[config.mk]
export PLATFORM = sky130hd
export DESIGN_NAME = pcb_cmd_regs
export DESIGN_NICKNAME = d
export VERILOG_FILES = /design/src/pcb_pkg.sv /design/src/pcb_id_hold.sv /design/src/pcb_cmd_regs.sv
export VERILOG_INCLUDE_DIRS = /design/src
export SDC_FILE = /design/constraint.sdc
export NUM_CORES = 1
export LEC_CHECK = 0
export BUFFER_PORTS_ARGS = -buffer_cell sky130_fd_sc_hd__buf_2
export CORE_UTILIZATION = 48
export DETAILED_ROUTE_END_ITERATION = 8
export PLACE_DENSITY = 0.89
export SLEW_MARGIN = 0
export SYNTH_ARGS = -nofsm -noshare
export SYNTH_HDL_FRONTEND = slang
export SYNTH_SLANG_ARGS = --single-unit
[constraint.sdc]
create_clock -name clk -period 6.9 [get_ports clk]
set_clock_uncertainty 0.2 [all_clocks]
set_input_delay 1.38 -clock clk [delete_from_list [all_inputs] [get_ports clk]]
set_output_delay 1.38 -clock clk [all_outputs]
set_load 0.01 [all_outputs]
[src/pcb_defines.svh]
/*
  constants for the bridge identifier and command register block:
  dword offsets, command bit positions, widths and reset values.
  assumes it is included by bare name from the command register block and the bench.
*/
`ifndef PCB_DEFINES_SVH
`define PCB_DEFINES_SVH

// configuration dword byte offsets
`define PCB_OFF_IDENT 12'h000
`define PCB_OFF_CMD 12'h004
`define PCB_ADDR_W 12

// identifier field layout in the first dword
`define PCB_MAKER_LSB 0
`define PCB_PART_LSB 16
`define PCB_ID_W 16

// command bit positions
`define PCB_CMD_IO 0
`define PCB_CMD_MEM 1
`define PCB_CMD_BM 2
`define PCB_CMD_PER 6
`define PCB_CMD_SERR 8
`define PCB_CMD_INTD 10
`define PCB_CMD_W 16

// writable command bits, all others read zero
`define PCB_CMD_WMASK 16'h0547
`define PCB_CMD_RESET 16'h0000

// default identifiers (arbitrary neutral values)
`define PCB_MAKER_DEF 16'h1234
`define PCB_PART_DEF 16'h5678

`endif

[src/pcb_pkg.sv]
/*
  types for the bridge identifier and command register block.
  assumes nothing of its surroundings.
*/
package pcb_pkg;
  // which register a configuration access hits
  typedef enum logic [1:0] {
    PCB_SEL_NONE = 2'b00,
    PCB_SEL_IDENT = 2'b01,
    PCB_SEL_CMD = 2'b10
  } pcb_sel_t;
endpackage

[src/pcb_id_hold.sv]
/*
  holds one read-only 16-bit identifier. an override path (smbus or
  eeprom loader, outside this block) may replace the default; the
  configuration side can never write it.
  assumes load comes from logic on the same clock.
*/
module pcb_id_hold #(
  parameter logic [15:0] DEFAULT = 16'h0000
) (
  input wire logic clk,
  input wire logic rst,
  input wire logic load,
  input wire logic [15:0] load_val,
  output logic [15:0] value
);
  logic [15:0] next_value; // value after this cycle

  // only the override path changes the identifier
  always_comb
  begin
    next_value = value;
    if (load)
    begin
      next_value = load_val;
    end
  end

  // register with reset to the default
  always_ff @(posedge clk or posedge rst)
  begin
    if (rst)
    begin
      value <= DEFAULT;
    end
    else
    begin
      value <= next_value;
    end
  end
endmodule

[src/pcb_cmd_regs.sv]
/*
  identifier and command registers at the start of a bridge type-1
  configuration header, with the gates the command bits drive.
  assumes configuration requests come from logic on clk, one per cycle,
  and that the identifier loader sits on the same clock.
*/
`include "pcb_defines.svh"
module pcb_cmd_regs #(
  parameter logic [15:0] MAKER_DEF = `PCB_MAKER_DEF, // arbitrary value
  parameter logic [15:0] PART_DEF = `PCB_PART_DEF // arbitrary value
) (
  input wire logic clk,
  input wire logic rst,
  // configuration request from the upstream port
  input wire logic cfg_req,
  input wire logic cfg_wr,
  input wire logic [11:0] cfg_addr,
  input wire logic [3:0] cfg_be,
  input wire logic [31:0] cfg_wdata,
  output logic cfg_ack,
  output logic [31:0] cfg_rdata,
  // identifier override path
  input wire logic id_load,
  input wire logic [15:0] maker_load,
  input wire logic [15:0] part_load,
  // primary side requests
  input wire logic pri_io_req,
  input wire logic pri_mem_req,
  output logic pri_io_accept,
  output logic pri_mem_accept,
  // downstream-originated memory/io requests
  input wire logic dn_req,
  input wire logic dn_nonposted,
  output logic up_fwd,
  output logic dn_ur,
  output logic dn_ur_cpl,
  // error events
  input wire logic parity_err,
  input wire logic fatal_err,
  input wire logic nonfatal_err,
  output logic parity_act,
  output logic err_fatal_msg,
  output logic err_nonfatal_msg,
  // interrupt messages
  input wire logic own_intx,
  input wire logic dn_intx,
  output logic intx_msg,
  // command state for the rest of the bridge
  output logic [15:0] command_control
);
  logic [15:0] maker_identifier; // live maker id
  logic [15:0] part_identifier; // live part id
  pcb_pkg::pcb_sel_t sel; // decoded register
  logic [15:0] next_cmd; // command after this cycle
  logic [31:0] next_rdata; // read data to register
  logic next_pri_io, next_pri_mem, next_up, next_ur, next_urc;
  logic next_par, next_fat, next_nf, next_intx;
  // offsets and write mask held at their own widths, so every slice
  // taken from them is exact and no compare or mask silently resizes
  localparam logic [11:0] OFF_IDENT = `PCB_OFF_IDENT; // ident dword
  localparam logic [11:0] OFF_CMD = `PCB_OFF_CMD; // command dword
  localparam logic [15:0] WMASK = `PCB_CMD_WMASK; // writable bits

  // identifiers cannot be touched from the config side
  pcb_id_hold #(.DEFAULT(MAKER_DEF)) u_maker (
    .clk(clk),
    .rst(rst),
    .load(id_load),
    .load_val(maker_load),
    .value(maker_identifier)
  );
  pcb_id_hold #(.DEFAULT(PART_DEF)) u_part (
    .clk(clk),
    .rst(rst),
    .load(id_load),
    .load_val(part_load),
    .value(part_identifier)
  );

  // address decode, dword aligned
  always_comb
  begin
    if (cfg_addr[11:2] == OFF_IDENT[11:2])
    begin
      sel = pcb_pkg::PCB_SEL_IDENT;
    end
    else if (cfg_addr[11:2] == OFF_CMD[11:2])
    begin
      sel = pcb_pkg::PCB_SEL_CMD;
    end
    else
    begin
      sel = pcb_pkg::PCB_SEL_NONE;
    end
  end

  // register writes and read mux; unmapped reads give zero
  always_comb
  begin
    next_cmd = command_control;
    next_rdata = 32'h0000_0000;
    if (cfg_req && cfg_wr && sel == pcb_pkg::PCB_SEL_CMD)
    begin
      // only enabled bytes and writable bits change
      if (cfg_be[0])
      begin
        next_cmd[7:0] = cfg_wdata[7:0] & WMASK[7:0];
      end
      if (cfg_be[1])
      begin
        next_cmd[15:8] = cfg_wdata[15:8] & WMASK[15:8];
      end
    end
    if (cfg_req && !cfg_wr)
    begin
      unique case (sel)
        pcb_pkg::PCB_SEL_IDENT:
          next_rdata = {part_identifier, maker_identifier};
        pcb_pkg::PCB_SEL_CMD:
          next_rdata = {16'h0000, command_control};
        pcb_pkg::PCB_SEL_NONE:
          next_rdata = 32'h0000_0000;
      endcase
    end
  end

  // gates driven by the command bits; outputs are registered so
  // every gate lags its request by exactly one cycle
  always_comb
  begin
    next_pri_io = pri_io_req && command_control[`PCB_CMD_IO];
    next_pri_mem = pri_mem_req && command_control[`PCB_CMD_MEM];
    next_up = dn_req && command_control[`PCB_CMD_BM];
    next_ur = dn_req && !command_control[`PCB_CMD_BM];
    next_urc = next_ur && dn_nonposted;
    next_par = parity_err && command_control[`PCB_CMD_PER];
    next_fat = fatal_err && command_control[`PCB_CMD_SERR];
    next_nf = nonfatal_err && command_control[`PCB_CMD_SERR];
    // downstream intx passes regardless of the disable bit
    next_intx = dn_intx ||
      (own_intx && !command_control[`PCB_CMD_INTD]);
  end

  // state and output registers
  always_ff @(posedge clk or posedge rst)
  begin
    if (rst)
    begin
      command_control <= `PCB_CMD_RESET;
      cfg_ack <= 1'b0;
      cfg_rdata <= 32'h0000_0000;
      pri_io_accept <= 1'b0;
      pri_mem_accept <= 1'b0;
      up_fwd <= 1'b0;
      dn_ur <= 1'b0;
      dn_ur_cpl <= 1'b0;
      parity_act <= 1'b0;
      err_fatal_msg <= 1'b0;
      err_nonfatal_msg <= 1'b0;
      intx_msg <= 1'b0;
    end
    else
    begin
      command_control <= next_cmd;
      cfg_ack <= cfg_req;
      cfg_rdata <= next_rdata;
      pri_io_accept <= next_pri_io;
      pri_mem_accept <= next_pri_mem;
      up_fwd <= next_up;
      dn_ur <= next_ur;
      dn_ur_cpl <= next_urc;
      parity_act <= next_par;
      err_fatal_msg <= next_fat;
      err_nonfatal_msg <= next_nf;
      intx_msg <= next_intx;
    end
  end

  // checks
  ro_bits_zero_a: assert property (@(posedge clk) disable iff (rst)
    (command_control & ~WMASK) == 16'h0000)
    else $error("read-only command bits not zero");
  io_gate_a: assert property (@(posedge clk) disable iff (rst)
    pri_io_accept |-> $past(command_control[`PCB_CMD_IO]))
    else $error("io accepted while disabled");
  mem_gate_a: assert property (@(posedge clk) disable iff (rst)
    pri_mem_req && command_control[`PCB_CMD_MEM] |=> pri_mem_accept)
    else $error("memory request not accepted");
  ur_path_a: assert property (@(posedge clk) disable iff (rst)
    dn_req && !command_control[`PCB_CMD_BM] |=> dn_ur && !up_fwd)
    else $error("downstream request not refused");
  // a non-posted refusal must also raise the completion strobe
  urc_path_a: assert property (@(posedge clk) disable iff (rst)
    dn_req && dn_nonposted && !command_control[`PCB_CMD_BM] |=> dn_ur_cpl)
    else $error("refused non-posted request without completion");
  fwd_path_a: assert property (@(posedge clk) disable iff (rst)
    dn_req && command_control[`PCB_CMD_BM] |=> up_fwd && !dn_ur)
    else $error("downstream request not forwarded");
  parity_gate_a: assert property (@(posedge clk) disable iff (rst)
    parity_act |-> $past(command_control[`PCB_CMD_PER]))
    else $error("parity action while disabled");
  err_gate_a: assert property (@(posedge clk) disable iff (rst)
    err_fatal_msg || err_nonfatal_msg |->
    $past(command_control[`PCB_CMD_SERR]))
    else $error("error reported while disabled");
  intx_pass_a: assert property (@(posedge clk) disable iff (rst)
    dn_intx |=> intx_msg)
    else $error("downstream intx blocked");
  // the disable bit must really silence our own interrupt
  intx_block_a: assert property (@(posedge clk) disable iff (rst)
    own_intx && !dn_intx && command_control[`PCB_CMD_INTD] |=> !intx_msg)
    else $error("own intx sent while disabled");
  ident_read_a: assert property (@(posedge clk) disable iff (rst)
    cfg_req && !cfg_wr && cfg_addr[11:2] == OFF_IDENT[11:2] && !id_load |=>
    cfg_rdata == {part_identifier, maker_identifier})
    else $error("identifier read wrong");
  be_hold_a: assert property (@(posedge clk) disable iff (rst)
    cfg_req && cfg_wr && !cfg_be[1] |=>
    command_control[15:8] == $past(command_control[15:8]))
    else $error("unenabled byte changed");
endmodule

# Yosys cells after proc, flatten, opt, wreduce, memory -nomap -nowiden
# Cells that the tools add are included.
[classes]
n_addsub = 0
multipliers = 0
n_div = 0
n_lt_le_gt_ge = 0
n_eq_ne = 3
shift = 0
n_mux = 4
n_bitwise = 0
reduce_logical = 20
[op_table]
columns = ["operator", "count"]
rows = [
  ["32-bit case mux with 3 select lines", 1],
  ["32-bit two-way mux", 1],
  ["1-bit logical AND", 12],
  ["10-bit by 1-bit == test with 1-bit output, second input constant", 1],
  ["10-bit zero test", 1],
  ["2-bit two-way mux", 2],
  ["2-bit AND reduction", 2],
  ["1-bit zero test", 3],
  ["2-bit by 1-bit == test with 1-bit output, second input constant", 1],
  ["2-bit == test, second input constant", 1],
  ["2-bit zero test", 1],
  ["1-bit logical OR", 1],
]
[word_totals]
ff_bits = 80
latchBits = 0
ramBits = 0
rom_bits = 0
input_bits = 94
mem_count = 0

# Depth between registers and ports, before layout
[depth]
ltp_word = 6
mapped_depth = 5
ltp_nobuf = 3

# Cells and area by module
# A second synthesis with hierarchy kept.
[hier_totals]
cells_unflattened = 197
hier_area_um2 = 3138.0
[modules_own_cells]
columns = ["module", "instances", "cells_per_inst", "area_each_um2", "seq_area_each_um2"]
rows = [
  ["pcb_cmd_regs", 1, 127, 1815.5, 1201.2],
  ["pcb_id_hold (u_part)", 1, 35, 663.1, 410.4],
  ["pcb_id_hold (u_maker)", 1, 35, 659.4, 406.6],
]

# Worst setup path after synthesis
# Ideal clock, no wire load.
[synth_path]
path_type = "in2reg"
from = "input port cfg_addr[3]"
to = "register command_control[10]"
t_arrival_ns = 2.712
required_ns = 6.575
slack_ns = 3.864
path_stages = 3
path_cell_list = "or4b_4 -> nor4_1 -> mux2_2"
[synth_between]
elab_chain_len = 6
word_cells_on_any_way = 7
cone_classes = "eq/ne: 2; mux: 2; reduce/logical: 3"
[synth_lines]
columns = ["item", "line", "rtl"]
rows = [
  ["start, declared", "pcb_cmd_regs.sv:17", "input wire logic [11:0] cfg_addr,"],
  ["10-bit by 1-bit == test with 1-bit output", "pcb_cmd_regs.sv:87", "else if (cfg_addr[11:2] == OFF_CMD[11:2])"],
  ["2-bit two-way mux", "pcb_cmd_regs.sv:87", ""],
  ["2-bit two-way mux *", "pcb_cmd_regs.sv:83", "if (cfg_addr[11:2] == OFF_IDENT[11:2])"],
  ["2-bit == test *", "pcb_cmd_regs.sv:102", "if (cfg_req && cfg_wr && sel == pcb_pkg::PCB_SEL_CMD)"],
  ["1-bit logical AND *", "pcb_cmd_regs.sv:102", ""],
  ["2-bit AND reduction (no line) *", "-", ""],
  ["end signal, assigned", "pcb_cmd_regs.sv:149", "command_control <= `PCB_CMD_RESET;"],
  ["end signal, assigned", "pcb_cmd_regs.sv:164", "command_control <= next_cmd;"],
  ["end, declared", "pcb_cmd_regs.sv:49", "output logic [15:0] command_control"],
]
# Mark *: on every way between the ends. The rest lies on a longest branch, timed or not.
# A chain may end at the register's enable or synchronous reset.

# Worst setup path in the final report
[layout_path]
from = "input port cfg_addr[3]"
to = "register cfg_rdata[30]"
[layout_between]
elab_chain_len = 6
word_cells_on_any_way = 9
cone_classes = "eq/ne: 3; mux: 4; reduce/logical: 2"
[layout_lines]
columns = ["item", "line", "rtl"]
rows = [
  ["10-bit by 1-bit == test with 1-bit output", "pcb_cmd_regs.sv:87", ""],
  ["2-bit two-way mux", "pcb_cmd_regs.sv:87", ""],
  ["2-bit two-way mux *", "pcb_cmd_regs.sv:83", ""],
  ["2-bit == test (tied with other cells)", "pcb_cmd_regs.sv:116", "unique case (sel)"],
  ["32-bit case mux with 3 select lines *", "pcb_cmd_regs.sv:116", ""],
  ["32-bit two-way mux *", "pcb_cmd_regs.sv:114", "if (cfg_req && !cfg_wr)"],
  ["net next_rdata[30]", "pcb_cmd_regs.sv:55", "logic [31:0] next_rdata;"],
  ["end signal, assigned", "pcb_cmd_regs.sv:166", "cfg_rdata <= next_rdata;"],
  ["end, declared", "pcb_cmd_regs.sv:21", "output logic [31:0] cfg_rdata,"],
]
# The timed path passes the listed nets; every way through them passes the cells marked *.

==> metrics <==
Die Area=about 6500 sq um; first-pass GRT wire length=roughly 8200 um; Die Y=slightly above 80 um; Worst Hold Class=flop to flop; DR DRC count=0; placed cells=374; area leader, netlist=dfrtp_1; M1 WL=~2100 um; top cells by area, synth=dfrtp_1, mux2_2, dfstp_2; post-DR vias/cell=between 4 and 5; number of synthesized flops with an enable pin=0; Row Count=28; Via Count=between 1500 and 2000; P per Cell Area=between 200 and 250 nW/um^2; antenna violations before repair=0; leakage=~2 nW; worst-path maximum fanout=26; cts hold-fix bufs=0; DRT iter0 DRCs=46; CTS tree=done; Seq/Total Area, Yosys=0.6797; top post-synthesis cells by count=dfrtp_1, mux2_2, and2_1; slew margin rel.=0.2893; final wirelength=~5400 um; Setup CP Type=input pin to flop; top sig layer=met4; num ports=152; fillers=~460; ys flop type=dfrtp_1; crit path max-delay cell type=nor4_4; detail-routed net length per standard cell=around 14 um; vias in the first global route=~1800; most common cell in the netlist=dfrtp_1; Post-synth ARST share=1.000; largest net degree at the start of global routing=81; Setup TNS Final=0 ns; diode count=0; CP delay by family, top=simple AND/OR/NAND/NOR gates; crit path launch type=input pin; CP peak stage delay=approximately 0.95 ns; synth warn=0; Util after Layout=0.6273; met2 wire len=2865 um; Final Cycle Share=0.4636; max cap viols=0; Total GRT Usage=0.1766; clk sinks=80; CTS Buffer Depth=2; Final #Nets=between 400 and 500; DRT Pass-1 Iters=4; H-tree depth=3; post-CTS resize count=0; Max VDD drop=roughly 150 uV; Area Growth Syn to Fin=25.83%; share of cells above drive strength 1=0.5841; Mapped Cells=approximately 200; Mapped Area=just under 3000 sq um; Worst Tran Pin Value=about 1.1 ns; crit-path cells=buf_2 -> or4b_4 -> nor4_4 -> and2_1; Synth top area share=0.5647; wire length on met3=around 230 um; # setup viols final=0; initial core utilization=0.4985; Yosys reg bits=80; clock buffer count from CTS=9; CP arrival=~3.3 ns; port bufs=between 100 and 150; Setup Buffers After CTS=0; routability cong.=0.7115; total grt overflow=0; clk slew on worst S/H paths=around 0.08 ns; DRT antenna net count=0; Max Slew Vio Count=0; Achievable Freq=roughly 310 MHz; status=finished, final reports clean; Final Critical Period=3.199 ns; Final Non-Filler Cells=just under 400; critical path buffer and inverter count=1; core area=5956 sq um; endpoints failing hold=0; Required @ worst endpoint=between 6 and 7 ns; crit end category=flop; Mapped Avg Cell Area=approximately 15 sq um; Die W=about 81 um; clk root buf=clkbuf_8; clk_lat worst skew=between 0.3 and 0.4 ns; Netlist cell types=23; RSZ-0062 raised after global routing=false
[where the power goes]
part | leakage [nW] | switching (mW) | internal [mW]
clock network | 0.0886 | 0.162 | 0.150
logic | 0.886 | 0.0294 | 0.0338
registers | 1.02 | 0.00855 | 0.494
total | 1.99 | 0.200 | 0.679
[per-layer routing]
metal	up-vias	track usage
met2	62	0.3042
met3	11	0.03636
met4	0	0.1125
li1	858	-
met1	867	0.1977
met5	-	0
[cell type report]
cell class / instances / area, sq um / area share
sequential: 80 / 2018 / 0.5402
multi-input combinational: 105 / 868.3 / 0.2324
timing repair buffer: 112 / 563.0 / 0.1507
clock buffer: 12 / 155.1 / 0.04153
tap: 75 / 93.84 / 0.02512
clock inverter: 4 / 28.78 / 0.007703
inverter: 2 / 8.758 / 0.002344
[cells by family after synthesis]
kind of cell           after synthesis  synth area share
AND/OR/NAND/NOR                     50            0.1129
multiplexers                        44            0.1643
AO/OA/AOI/OAI                        1          0.002529
other                                1          0.001263
buffers and inverters               20           0.03919
flip-flops                          80            0.6797
[stage by stage]
| stage | hold slack (ns) | cell area, sq um | power, mW | setup slack [ns] |
|---|---|---|---|---|
| after floorplan | 0.2494 | 3003 | 0.5528 | 3.290 |
| after global placement | 0.2540 | 3552 | 0.5718 | 3.341 |
| after detailed placement | 0.2604 | 3552 | 0.5765 | 3.295 |
| after CTS | 0.2787 | 3736 | 0.8893 | 3.662 |
| after global routing | 0.2961 | 3736 | 0.9157 | 3.563 |
| final | 0.2770 | 3736 | 0.8782 | 3.701 |
[final timing paths]
path	startpoint	endpoint	slack, ns	cells past startpoint
max in group asynchronous	rst	command_control[10]	4.75	3
hold / removal	u_maker.value[11]	cfg_rdata[11]	0.28	1
hold reg to reg	u_maker.value[11]	cfg_rdata[11]	0.28	1
min in group asynchronous	rst	cfg_rdata[15]	1.12	3
setup reg to reg	command_control[1]	command_control[1]	5.89	1
setup / recovery	cfg_addr[3]	cfg_rdata[30]	3.70	4
[sequential cells by signal, summed over array words and instances (netlist names), 6 cells and up]
register,count
cfg_rdata,32
u_maker.value,16
u_part.value,16
command_control,6
[cell usage in the layout (no fill, tap or decap), types with 2 or more instances in the layout]
master / instances
and2_1: 33
buf_2: 111
clkbuf_8: 11
clkinv_2: 2
clkinvlp_4: 2
conb_1: 10
dfrtp_1: 67
dfstp_2: 13
mux2_2: 38
mux2i_1: 6
nand3_1: 2
nor2_1: 6
nor4_4: 2
Note: power is estimated with default switching activity, not from simulation.
